**src/verilog/rrs_defs.svh**
```systemverilog
`ifndef RRS_DEFS_SVH
`define RRS_DEFS_SVH
// ----------------------------------------------------------------------
// Register offsets
// ----------------------------------------------------------------------
`define RRS_ADDR_CFG_A 8'h40
`define RRS_ADDR_OOF_LO 8'h43
`define RRS_ADDR_OOF_HI 8'h44
`define RRS_ADDR_B1_LO 8'h45
`define RRS_ADDR_B1_HI 8'h46
`define RRS_ADDR_CFG_B 8'h47
`define RRS_ADDR_STATUS 8'h48
`define RRS_ADDR_MASK 8'h49
`define RRS_ADDR_VERSION 8'h52
`define RRS_ADDR_SNAP_ALL 8'h54
// ----------------------------------------------------------------------
// Field positions
// ----------------------------------------------------------------------
`define RRS_A_CLK_LOS 7
`define RRS_A_AIS_LOF 6
`define RRS_A_AIS_LOS 5
`define RRS_A_AIS_FRC 4
`define RRS_A_AIS_TIM 3
`define RRS_A_LOS_HI 2
`define RRS_A_LOS_LO 1
`define RRS_A_ACQ 0
`define RRS_B_B1_MODE 0
`define RRS_ST_LOS 0
`define RRS_ST_SYNC_LOST 1
`define RRS_ST_SYNC_GAIN 2
`define RRS_ST_AIS 3
// ----------------------------------------------------------------------
// Reset values
// ----------------------------------------------------------------------
`define RRS_CFG_A_RST 8'h80
`define RRS_CFG_B_RST 8'h00
`define RRS_VERSION_DEF 8'hA5
// ----------------------------------------------------------------------
// Timing counts, in line clocks or frames
// ----------------------------------------------------------------------
`define RRS_LOS_WEAK_SER 13'h0080
`define RRS_LOS_WEAK_PAR 13'h0010
`define RRS_LOS_STRONG_SER 13'h1000
`define RRS_LOS_STRONG_PAR 13'h0200
`define RRS_ACQ_NORM_FRAMES 3'h2
`define RRS_ACQ_ROB_NDF 3'h5
`define RRS_ACQ_ROB_FW 3'h2
`define RRS_LOSE_FW 4'h4
`define RRS_LOSE_NDF 4'h8
`endif

```
**src/verilog/rrs_pkg.sv**
```systemverilog
package rrs_pkg;
   typedef enum logic [0:0] {
      RRS_SEARCH = 1'b0,
      RRS_SYNC = 1'b1
   } rrs_frm_state_t;
endpackage

```
**src/verilog/rrs_los_filter.sv**
```systemverilog
`timescale 1ns/1ps
`include "rrs_defs.svh"
module rrs_los_filter (
   input wire logic clk_sys,
   input wire logic rst_n,
   input wire logic line_clk_en,
   input wire logic los_raw,
   input wire logic [1:0] filter_sel,
   input wire logic serial_sel,
   output logic los_alarm
);
   logic [12:0] cnt_q;
   logic [12:0] thr;
   logic alarm_d;

   // -------------------------------------------------------------------
   // Persistence counter
   // -------------------------------------------------------------------
   always_comb begin
      if (filter_sel[0]) begin
         thr = serial_sel ? `RRS_LOS_STRONG_SER : `RRS_LOS_STRONG_PAR;
      end else begin
         thr = serial_sel ? `RRS_LOS_WEAK_SER : `RRS_LOS_WEAK_PAR;
      end
   end

   // Saturates at the threshold so a long outage never wraps
   always_ff @(posedge clk_sys or negedge rst_n) begin
      if (!rst_n) begin
         cnt_q <= 13'h0000;
      end else if (!los_raw) begin
         cnt_q <= 13'h0000;
      end else if (line_clk_en && cnt_q < thr) begin
         cnt_q <= cnt_q + 13'h0001;
      end
   end

   // Alarm drops as soon as the raw condition clears
   assign alarm_d = los_raw && (!filter_sel[1] || cnt_q >= thr);

   always_ff @(posedge clk_sys or negedge rst_n) begin
      if (!rst_n) begin
         los_alarm <= 1'b0;
      end else begin
         los_alarm <= alarm_d;
      end
   end
endmodule // rrs_los_filter

```
**src/verilog/rrs_config.sv**
```systemverilog
`timescale 1ns/1ps
`include "rrs_defs.svh"
// Notes on behaviour
// - Version register is 8-bit read-only; writes are ignored.
// - Write to snapshot-all location buffers every counter then clears it.
// - Counter addresses return the buffered snapshot, not the live count.
// - Write to a counter's high byte snapshots and clears only that one.
// - Backup clock selected during loss of signal when enabled (default).
// - Frame-loss enable sends AIS downstream while frame loss is active.
// - Signal-loss enable sends AIS downstream while signal loss is active.
// - Force bit sends AIS downstream unconditionally.
// - Trace-mismatch enable sends AIS while mismatch state is active.
// - Filter field with upper bit zero means alarm follows raw loss.
// - Weak filter needs 128 serial or 16 parallel clocks of loss.
// - Strong filter needs 4096 serial or 512 parallel clocks of loss.
// - Acquisition mode bit matters only in STM-0; STM-1 uses normal.
// - Normal: sync after two frames with good word and same NDF.
// - Sync lost after four consecutive bad framing words in any mode.
// - Robust: five frames same NDF plus two good words to sync.
// - Robust: sync also lost after eight frames with differing NDF.
// - Parity counter counts bit errors in mode 0, blocks in mode 1.
module rrs_config #(
   parameter logic [7:0] VERSION = `RRS_VERSION_DEF // Arbitrary value
) (
   input wire logic clk_sys,
   input wire logic rst_n,
   input wire logic [7:0] reg_addr,
   input wire logic [7:0] reg_wdata,
   input wire logic reg_wr,
   input wire logic reg_rd,
   output logic [7:0] reg_rdata,
   output logic irq,
   input wire logic line_clk_en,
   input wire logic los_raw,
   input wire logic line_interface_format_sel,
   input wire logic stm0_mode,
   input wire logic lof_state,
   input wire logic section_trace_mismatch_state,
   input wire logic frame_tick,
   input wire logic frame_word_ok,
   input wire logic [3:0] ndf_bits,
   input wire logic parity_check,
   input wire logic [3:0] parity_err_bits,
   input wire logic oof_event,
   output logic los_alarm,
   output logic backup_clock_sel,
   output logic ais_to_mux,
   output rrs_pkg::rrs_frm_state_t frame_state
);
   import rrs_pkg::*;

   logic [7:0] cfg_a_q;
   logic cfg_b_q;
   logic [3:0] status_q;
   logic [3:0] mask_q;
   logic [15:0] b1_cnt_q;
   logic [15:0] b1_buf_q;
   logic [12:0] oof_cnt_q;
   logic [12:0] oof_buf_q;
   logic [3:0] ndf_prev_q;
   logic [2:0] both_q;
   logic [2:0] ndf_same_q;
   logic [2:0] fw_good_q;
   logic [3:0] fw_bad_q;
   logic [3:0] ndf_diff_q;
   logic los_prev_q;
   logic ais_prev_q;
   logic [7:0] rd_mux;
   logic snap_all;
   logic snap_b1;
   logic snap_oof;
   logic [15:0] b1_inc;
   logic [15:0] oof_sum;
   logic robust;
   logic same_ndf;
   logic sync_gain;
   logic sync_lose;
   logic [3:0] events;

   function automatic logic [15:0] sat_add(input logic [15:0] v,
                                           input logic [15:0] inc,
                                           input logic [15:0] max);
      logic [16:0] s;
      s = {1'b0, v} + {1'b0, inc};
      if (s > {1'b0, max}) begin
         sat_add = max;
      end else begin
         sat_add = s[15:0];
      end
   endfunction

   // -------------------------------------------------------------------
   // Configuration registers
   // -------------------------------------------------------------------
   always_ff @(posedge clk_sys or negedge rst_n) begin
      if (!rst_n) begin
         cfg_a_q <= `RRS_CFG_A_RST;
      end else if (reg_wr && reg_addr == `RRS_ADDR_CFG_A) begin
         cfg_a_q <= reg_wdata;
      end
   end

   // Only the mode bit is stored
   always_ff @(posedge clk_sys or negedge rst_n) begin
      if (!rst_n) begin
         cfg_b_q <= 1'(`RRS_CFG_B_RST >> `RRS_B_B1_MODE);
      end else if (reg_wr && reg_addr == `RRS_ADDR_CFG_B) begin
         cfg_b_q <= reg_wdata[`RRS_B_B1_MODE];
      end
   end

   always_ff @(posedge clk_sys or negedge rst_n) begin
      if (!rst_n) begin
         mask_q <= 4'h0;
      end else if (reg_wr && reg_addr == `RRS_ADDR_MASK) begin
         mask_q <= reg_wdata[3:0];
      end
   end

   // -------------------------------------------------------------------
   // Loss of signal filter and alarm outputs
   // -------------------------------------------------------------------
   rrs_los_filter u_los (
      .clk_sys(clk_sys),
      .rst_n(rst_n),
      .line_clk_en(line_clk_en),
      .los_raw(los_raw),
      .filter_sel(cfg_a_q[`RRS_A_LOS_HI:`RRS_A_LOS_LO]),
      .serial_sel(line_interface_format_sel),
      .los_alarm(los_alarm)
   );

   always_ff @(posedge clk_sys or negedge rst_n) begin
      if (!rst_n) begin
         backup_clock_sel <= 1'b0;
      end else begin
         backup_clock_sel <= cfg_a_q[`RRS_A_CLK_LOS] && los_alarm;
      end
   end

   always_ff @(posedge clk_sys or negedge rst_n) begin
      if (!rst_n) begin
         ais_to_mux <= 1'b0;
      end else begin
         ais_to_mux <= cfg_a_q[`RRS_A_AIS_FRC]
            || (cfg_a_q[`RRS_A_AIS_LOF] && lof_state)
            || (cfg_a_q[`RRS_A_AIS_LOS] && los_alarm)
            || (cfg_a_q[`RRS_A_AIS_TIM]
                && section_trace_mismatch_state);
      end
   end

   // -------------------------------------------------------------------
   // Frame acquisition
   // -------------------------------------------------------------------
   assign robust = stm0_mode && cfg_a_q[`RRS_A_ACQ];
   assign same_ndf = ndf_bits == ndf_prev_q;

   always_comb begin
      sync_gain = 1'b0;
      sync_lose = 1'b0;
      if (frame_tick && frame_state == RRS_SEARCH) begin
         if (robust) begin
            sync_gain = frame_word_ok && fw_good_q >= `RRS_ACQ_ROB_FW - 3'h1
               && same_ndf
               && ndf_same_q >= `RRS_ACQ_ROB_NDF - 3'h1;
         end else begin
            sync_gain = frame_word_ok && same_ndf
               && both_q == `RRS_ACQ_NORM_FRAMES - 3'h1;
         end
      end
      if (frame_tick && frame_state == RRS_SYNC) begin
         sync_lose = (!frame_word_ok
                      && fw_bad_q == `RRS_LOSE_FW - 4'h1)
            || (robust && !same_ndf
                && ndf_diff_q == `RRS_LOSE_NDF - 4'h1);
      end
   end

   always_ff @(posedge clk_sys or negedge rst_n) begin
      if (!rst_n) begin
         frame_state <= RRS_SEARCH;
      end else if (sync_gain) begin
         frame_state <= RRS_SYNC;
      end else if (sync_lose) begin
         frame_state <= RRS_SEARCH;
      end
   end

   // Run lengths restart at every change of state
   always_ff @(posedge clk_sys or negedge rst_n) begin
      if (!rst_n) begin
         ndf_prev_q <= 4'h0;
         both_q <= 3'h0;
         ndf_same_q <= 3'h0;
         fw_good_q <= 3'h0;
         fw_bad_q <= 4'h0;
         ndf_diff_q <= 4'h0;
      end else if (frame_tick) begin
         ndf_prev_q <= ndf_bits;
         if (sync_gain || sync_lose) begin
            both_q <= 3'h0;
            ndf_same_q <= 3'h0;
            fw_good_q <= 3'h0;
            fw_bad_q <= 4'h0;
            ndf_diff_q <= 4'h0;
         end else begin
            both_q <= (frame_word_ok && same_ndf && both_q < 3'h7)
               ? both_q + 3'h1 : 3'h0;
            // Saturate so a long run never wraps back below the threshold
            ndf_same_q <= same_ndf
               ? ndf_same_q + {2'h0, ndf_same_q != 3'h7} : 3'h0;
            fw_good_q <= frame_word_ok
               ? fw_good_q + {2'h0, fw_good_q != 3'h7} : 3'h0;
            fw_bad_q <= (!frame_word_ok && fw_bad_q < 4'hF)
               ? fw_bad_q + 4'h1 : 4'h0;
            ndf_diff_q <= (!same_ndf && ndf_diff_q < 4'hF)
               ? ndf_diff_q + 4'h1 : 4'h0;
         end
      end
   end

   // -------------------------------------------------------------------
   // Performance counters and snapshot buffers
   // -------------------------------------------------------------------
   assign snap_all = reg_wr && reg_addr == `RRS_ADDR_SNAP_ALL;
   assign snap_b1 = snap_all
      || (reg_wr && reg_addr == `RRS_ADDR_B1_HI);
   assign snap_oof = snap_all
      || (reg_wr && reg_addr == `RRS_ADDR_OOF_HI);
   assign oof_sum = sat_add({3'h0, oof_cnt_q}, {15'h0000, oof_event},
                            16'h1FFF);

   always_comb begin
      b1_inc = 16'h0000;
      if (parity_check) begin
         if (cfg_b_q) begin
            b1_inc = {15'h0000, parity_err_bits != 4'h0};
         end else begin
            b1_inc = {12'h000, parity_err_bits};
         end
      end
   end

   // An error in the snapshot cycle lands in the fresh count, not lost
   always_ff @(posedge clk_sys or negedge rst_n) begin
      if (!rst_n) begin
         b1_cnt_q <= 16'h0000;
         b1_buf_q <= 16'h0000;
      end else if (snap_b1) begin
         b1_buf_q <= b1_cnt_q;
         b1_cnt_q <= b1_inc;
      end else begin
         b1_cnt_q <= sat_add(b1_cnt_q, b1_inc, 16'hFFFF);
      end
   end

   always_ff @(posedge clk_sys or negedge rst_n) begin
      if (!rst_n) begin
         oof_cnt_q <= 13'h0000;
         oof_buf_q <= 13'h0000;
      end else if (snap_oof) begin
         oof_buf_q <= oof_cnt_q;
         oof_cnt_q <= {12'h000, oof_event};
      end else begin
         oof_cnt_q <= oof_sum[12:0];
      end
   end

   // -------------------------------------------------------------------
   // Interrupt status
   // -------------------------------------------------------------------
   always_ff @(posedge clk_sys or negedge rst_n) begin
      if (!rst_n) begin
         los_prev_q <= 1'b0;
         ais_prev_q <= 1'b0;
      end else begin
         los_prev_q <= los_alarm;
         ais_prev_q <= ais_to_mux;
      end
   end

   always_comb begin
      events = 4'h0;
      events[`RRS_ST_LOS] = los_alarm && !los_prev_q;
      events[`RRS_ST_SYNC_LOST] = sync_lose;
      events[`RRS_ST_SYNC_GAIN] = sync_gain;
      events[`RRS_ST_AIS] = ais_to_mux && !ais_prev_q;
   end

   // Set wins over the clearing read so no event slips through
   always_ff @(posedge clk_sys or negedge rst_n) begin
      if (!rst_n) begin
         status_q <= 4'h0;
      end else if (reg_rd && reg_addr == `RRS_ADDR_STATUS) begin
         status_q <= events;
      end else begin
         status_q <= status_q | events;
      end
   end

   assign irq = |(status_q & mask_q);

   // -------------------------------------------------------------------
   // Read port
   // -------------------------------------------------------------------
   always_comb begin
      unique case (reg_addr)
         `RRS_ADDR_CFG_A: rd_mux = cfg_a_q;
         `RRS_ADDR_OOF_LO: rd_mux = oof_buf_q[7:0];
         `RRS_ADDR_OOF_HI: rd_mux = {3'h0, oof_buf_q[12:8]};
         `RRS_ADDR_B1_LO: rd_mux = b1_buf_q[7:0];
         `RRS_ADDR_B1_HI: rd_mux = b1_buf_q[15:8];
         `RRS_ADDR_CFG_B: rd_mux = {7'h00, cfg_b_q};
         `RRS_ADDR_STATUS: rd_mux = {4'h0, status_q};
         `RRS_ADDR_MASK: rd_mux = {4'h0, mask_q};
         `RRS_ADDR_VERSION: rd_mux = VERSION;
         default: rd_mux = 8'h00;
      endcase
   end

   // Data stand only in the cycle after the strobe
   always_ff @(posedge clk_sys or negedge rst_n) begin
      if (!rst_n) begin
         reg_rdata <= 8'h00;
      end else if (reg_rd) begin
         reg_rdata <= rd_mux;
      end else begin
         reg_rdata <= 8'h00;
      end
   end
endmodule // rrs_config

```
**config.mk**
```make
export PLATFORM = sky130hd
export DESIGN_NAME = rrs_config
export DESIGN_NICKNAME = d
export VERILOG_FILES = /design/src/verilog/rrs_pkg.sv /design/src/verilog/rrs_los_filter.sv /design/src/verilog/rrs_config.sv
export VERILOG_INCLUDE_DIRS = /design/src /design/src/verilog
export SDC_FILE = /design/constraint.sdc
export NUM_CORES = 1
export LEC_CHECK = 0
export BUFFER_PORTS_ARGS = -buffer_cell sky130_fd_sc_hd__buf_2
export CAP_MARGIN = 25
export CORE_UTILIZATION = 35
export CTS_BUF_LIST = sky130_fd_sc_hd__clkbuf_8
export DETAILED_ROUTE_END_ITERATION = 7
export SLEW_MARGIN = 20
export SYNTH_ARGS = -nofsm -noshare
export SYNTH_HDL_FRONTEND = slang
export SYNTH_SLANG_ARGS = --single-unit
```
**constraint.sdc**
```tcl
create_clock -name clk_sys -period 3.21 [get_ports clk_sys]
set_clock_uncertainty 0.1 [all_clocks]
set_input_delay 0.1605 -clock clk_sys [delete_from_list [all_inputs] [get_ports clk_sys]]
set_output_delay 0.1605 -clock clk_sys [all_outputs]
set_load 0.01 [all_outputs]
```
Word-level counts from Yosys, hierarchy flattened --
Index checks and enable logic that the tools add are counted.
Word-level totals: input port bits 38, word-level logic and storage cells 133, register bits 123, output and inout port bits 13
Operators by class: equality and inequality tests 17, add/subtract/negate cells 8, muxes and demuxes 29, bitwise gates (word level) 3, order comparisons 9, reduce and logical (&&, ||, !) cells 45
Operators by type and width (number):
- 8-bit by 7-bit equality test with 1-bit output (second input constant) | 10
- 13-bit two-way mux | 6
- 8-bit one-hot mux with 9 select lines | 1
- 16-bit two-way mux | 2
- 1-bit logical AND | 29
- 4-bit two-way mux | 7
- 3-bit two-way mux | 6
- 16-bit by 16-bit adder with 17-bit output | 1
- 17-bit by 16-bit > comparator with 1-bit output (second input constant) | 1
- 8-bit two-way mux | 2
- 13-bit by 1-bit adder with 14-bit output | 1
- 14-bit by 13-bit > comparator with 1-bit output (second input constant) | 1
- 13-bit by 1-bit adder with 13-bit output (second input constant) | 1
- 13-bit greater-or-equal comparator | 1
- 13-bit < comparator | 1
- 4-bit by 1-bit adder with 4-bit output (second input constant) | 2
- 1-bit logical OR | 8
- 4-bit < comparator (second input constant) | 2
- 3-bit by 1-bit adder with 3-bit output | 2
- 3-bit != test (second input constant) | 2
- 1-bit logical NOT | 5
- 1-bit two-way mux | 5
- 4-bit AND | 1
- 4-bit by 2-bit equality test with 1-bit output (second input constant) | 1
- other kinds (13) | 13

Longest topological paths before layout --
word-level depth 8, mapped depth 9, gate-level depth less buffers 9

Cells and area by module --
A second synthesis with hierarchy kept.
Unflattened totals: cell total of the unflattened synthesis 642, area total of the unflattened synthesis 6467.5 um^2
Modules (own cells, without submodules):
- rrs_config | times used 1, cells each 547, sequential area each 2728.9 um^2, area an instance 5594.1 um^2
- rrs_los_filter | times used 1, cells each 95, sequential area each 350.3 um^2, area an instance 873.3 um^2

Worst setup path before layout --
Ideal clock, no wire load.
path kind register -> register, start point register cfg_b_q, end point register b1_cnt_q[3], period minus slack after synthesis 2601 ps, stages on the path, launching flop included 10, path buffers 0, slack 609 ps, arrival 2376 ps, data required time 2985 ps, library setup time 125 ps, cells stage by stage dfrtp_1 > o31a_1 > o21a_1 > ha_1 > fa_1 > a21o_1 > a21oi_1 > or4_4 > nand2_1 > mux2_2
Between the ends: word-level cells in the longest chain between the ends 6
Ends and longest elaborated chain:
- from (decl) | line rrs_config.sv:53 | logic cfg_b_q;
- from (signal assigned) | line rrs_config.sv:106 | cfg_b_q <= 1'(`RRS_CFG_B_RST >> `RRS_B_B1_MODE);
- from (signal assigned) | line rrs_config.sv:108 | cfg_b_q <= reg_wdata[`RRS_B_B1_MODE];
- 4-bit two-way mux (*) | line rrs_config.sv:237 | if (cfg_b_q) begin
- 4-bit two-way mux (*) | line rrs_config.sv:236 | if (parity_check) begin
- 16-bit by 16-bit adder with 17-bit output | line rrs_config.sv:84 | s = {1'b0, v} + {1'b0, inc};
- 17-bit by 16-bit > comparator with 1-bit output | line rrs_config.sv:85 | if (s > {1'b0, max}) begin
- 16-bit two-way mux | line rrs_config.sv:85
- 16-bit two-way mux (*) | line rrs_config.sv:250 | end else if (snap_b1) begin
- to (signal assigned) | line rrs_config.sv:252 | b1_cnt_q <= b1_inc;
- to (signal assigned) | line rrs_config.sv:254 | b1_cnt_q <= sat_add(b1_cnt_q, b1_inc, 16'hFFFF);
- to (decl) | line rrs_config.sv:56 | logic [15:0] b1_cnt_q;
Mark *: on every way between the ends. The rest lies on a longest branch, timed or not. A chain may end at the register's enable or synchronous reset.

Worst setup path in the final report --
start point input port parity_err_bits[2], end point register b1_cnt_q[3]
Between the ends: word-level cells in the longest chain between the ends 7
Ends and longest elaborated chain:
- from (decl) | line rrs_config.sv:43 | input wire logic [3:0] parity_err_bits,
- 4-bit nonzero test | line rrs_config.sv:238 | b1_inc = {15'h0000, parity_err_bits != 4'h0};
- 4-bit two-way mux (*) | line rrs_config.sv:237
- 4-bit two-way mux (*) | line rrs_config.sv:236
- 16-bit by 16-bit adder with 17-bit output (*) | line rrs_config.sv:84
- 17-bit by 16-bit > comparator with 1-bit output | line rrs_config.sv:85
- 16-bit two-way mux (*) | line rrs_config.sv:85
- 16-bit two-way mux (*) | line rrs_config.sv:250
Marks and branches as above.

==> metrics.txt <==
Port-buffer cells 50; Post-Syn Nets 672; Leakage Power 0.003372 uW; minimum clock period 2.728 ns; worst skew pair latency 0.44 ns; startpoint types input port; Tcrit/Tclk final 0.8498; FP Rows 49; final setup fails 0; chip height 138.0 um; Root Driver clkbuf_8; Crit Path Class in -> reg; CTS tree done; vias 4973; Yosys cell types 70; top cells by area, synth dfrtp_1 47%, mux2_2 8.3%, ha_1 3.9%; GRT Util Overall 0.1658; TritonCTS Buffers 17; Slowest cell on crit path dlygate4sd3_1; Peak Freq 366.6 MHz; Die W 138.0 um; initial core utilization 0.3594; first-pass GRT wire length 25210 um; CTS sink cnt 123; CP max FO 13; Synth Flop Type dfrtp_1; post-synthesis async set-or-reset flop share 1.000; Final TNS setup 0 ns; routed len/inst 16.15 um; Post-Route WL 15050 um; Power per Cell Area 528.9 mW/mm2; largest net degree at the start of global routing 65; hold path cells 4; CP arrival 2.96 ns; vias in the first global route 5007; layout cells sized above 1 0.2077; Avg Cell Area, Syn 10.57 um2; Final Hold Viols 0; antenna diode count 0; FF+latch count, synth 123; RSZ-0062 raised after global routing false; Worst path max stage delay 0.53 ns; status finished, final reports clean; GRT overflow 0; H-tree levels 4; Crit path required time 3.44 ns; Die ar. 0.01906 mm2; crit-path leading delay family buffers and inverters; Rel. slew slack 0.4646; cell depth of the worst setup path 12; Util after Layout 0.4214; yosys warns 0; RePlAce Congestion 0.8300; Clock Tree Buf Depth 2; worst hold path class in -> reg; Critical Path Sink Type register; PostCTS Resize Cnt 0; max-slew violation count 0; First-pass DRT Iterations 4; Cells after Synth 613; Yosys top cell area share 0.4713; worst-margin pin slew 0.8030 ns; CP Cell Sequence dlygate4sd3_1 -> buf_2 -> o31a_1 -> o21a_1 -> ha_1 -> fa_1 -> a21o_1 -> a21oi_1 -> buf_4 -> or4_4 -> nand2_1 -> mux2_2; number of synthesized flops with an enable pin 0; # fillers 1759; clock-pin slew on the worst setup and hold paths 0.07 ns; Synth Cell Area 0.006477 mm2; Residual DRC 0; area growth from synthesis to layout 17.25%; register area share after synthesis 0.4754; DR iter-0 viols 350; # Post-CTS Setup Buffers 0; Core Footprint 0.01802 mm2; vias per cell 5.336; crit path buf inv count 3; post-synth top area cell dfrtp_1; VDD IR max 281.9 uV; layout net count 749; Final ANT Viol Nets 0; io pins 51; initial antenna violation count 1; worst reg2reg path depth 10; max-cap viol count 0; post-DP HPWL 10810 um
-- power breakdown --
part	internal [uW]	total [uW]	switching, uW
Clock	755	1340	588
Sequential	1740	1950	209
Combinational	368	723	355
Total	2860	4020	1150
-- worst reg2reg max path, cell delays in order, from the launching register on --
cell and delay (ns):
dfrtp_1 0.42, o31a_1 0.12, o21a_1 0.18, ha_1 0.22
fa_1 0.42, a21o_1 0.17, a21oi_1 0.14, buf_4 0.18
or4_4 0.23, nand2_1 0.07, mux2_2 0.26
-- cells in the final DEF, fill, tap and decap left out, types with 5 or more instances in the layout --
cell type and n:
nor2b_1 13, nand2b_1 11, dlygate4sd3_1 24, and2_1 11, nand2_1 50, ha_1 20, mux2_2 48, a21o_1 6
a22oi_1 8, nor2_1 31, xnor2_1 23, o21a_1 8, nor3_1 10, mux2i_1 14, clkbuf_8 21, inv_1 22
nand3_1 33, nor4_1 10, a22o_1 8, a21oi_1 42, dfrtp_1 122, buf_2 49, o21ai_0 21, o2bb2ai_1 9
nand4_1 5
-- sequential cells by signal, indices dropped and copies added (netlist names), 8 cells and up --
name and cells:
b1_buf_q 16, b1_cnt_q 16, oof_buf_q 13, oof_cnt_q 13, u_los.cnt_q 13, cfg_a_q 8, reg_rdata 8
-- what timing repair did --
action	CTS	global route
endpoints found under the hold margin	91	0
setup endpoints to repair	0	0
hold buffers	24	0
-- cells in the mapped netlist (all sizes together), types with 12 or more instances --
master	count
o21ai	22
clkbuf	13
xnor2	23
a21oi	42
nor2	32
mux2	48
nor2b	13
mux2i	14
inv	18
nand2	50
ha	20
dfrtp	122
nor3	12
nand3	33
-- per-stage QoR --
step / instances / power, uW / area, um2 / setup WS, ns / hold WS (ns)
3_3_place_gp: 876 / 2628 / 6963 / 0.6247 / 0.1929
6_report: 932 / 4017 / 7595 / 0.4821 / 0.02904
4_1_cts: 932 / 4073 / 7595 / 0.5152 / 0.003852
5_1_grt: 932 / 4256 / 7595 / 0.3933 / 0.02837
2_1_floorplan: 613 / 2429 / 6477 / 0.6091 / -0.2351
3_5_place_dp: 876 / 2676 / 6963 / 0.5633 / 0.2046
-- cell type report --
cell class,count,area [um2],share of cell area
Timing Repair Buffer,78,535.5,0.07051
Inverter,18,67.56,0.008896
Clock inverter,11,102.6,0.01351
Multi-Input combinational cell,452,3234,0.4259
Tap cell,229,286.5,0.03773
Sequential cell,123,3079,0.4054
Clock buffer,21,289.0,0.03806
-- per-layer routing --
metal	track usage	vias up	wire length, um
li1	-	2394	-
met1	0.2227	2454	7089
met2	0.2568	100	7014
met3	0.03845	23	654
met4	0.06940	2	282
met5	0	-	8
-- logic make-up (layout without fill, tap and decap cells) --
logic type / Yosys count / in the layout / synth area share
fa+ha+maj: 21 / 21 / 0.04172
mux: 62 / 62 / 0.1051
flops: 123 / 123 / 0.4754
simple gates: 205 / 205 / 0.1721
compound gates: 137 / 137 / 0.1439
xor+xnor: 27 / 27 / 0.03651
buf+inv: 38 / 128 / 0.02530
-- final timing paths --
check	from	end	slack [ns]
worst max-delay path	parity_err_bits[2]	b1_cnt_q[3]	0.48
worst min-delay path	reg_addr[5]	reg_rdata[0]	0.03
worst max register to register	cfg_b_q	b1_cnt_q[3]	0.59
worst min register to register	ais_to_mux	ais_prev_q	0.31
max in group asynchronous	rst_n	cfg_a_q[7]	1.93
min in group asynchronous	rst_n	b1_cnt_q[14]	0.24
Note: power is estimated with default switching activity, not from simulation.
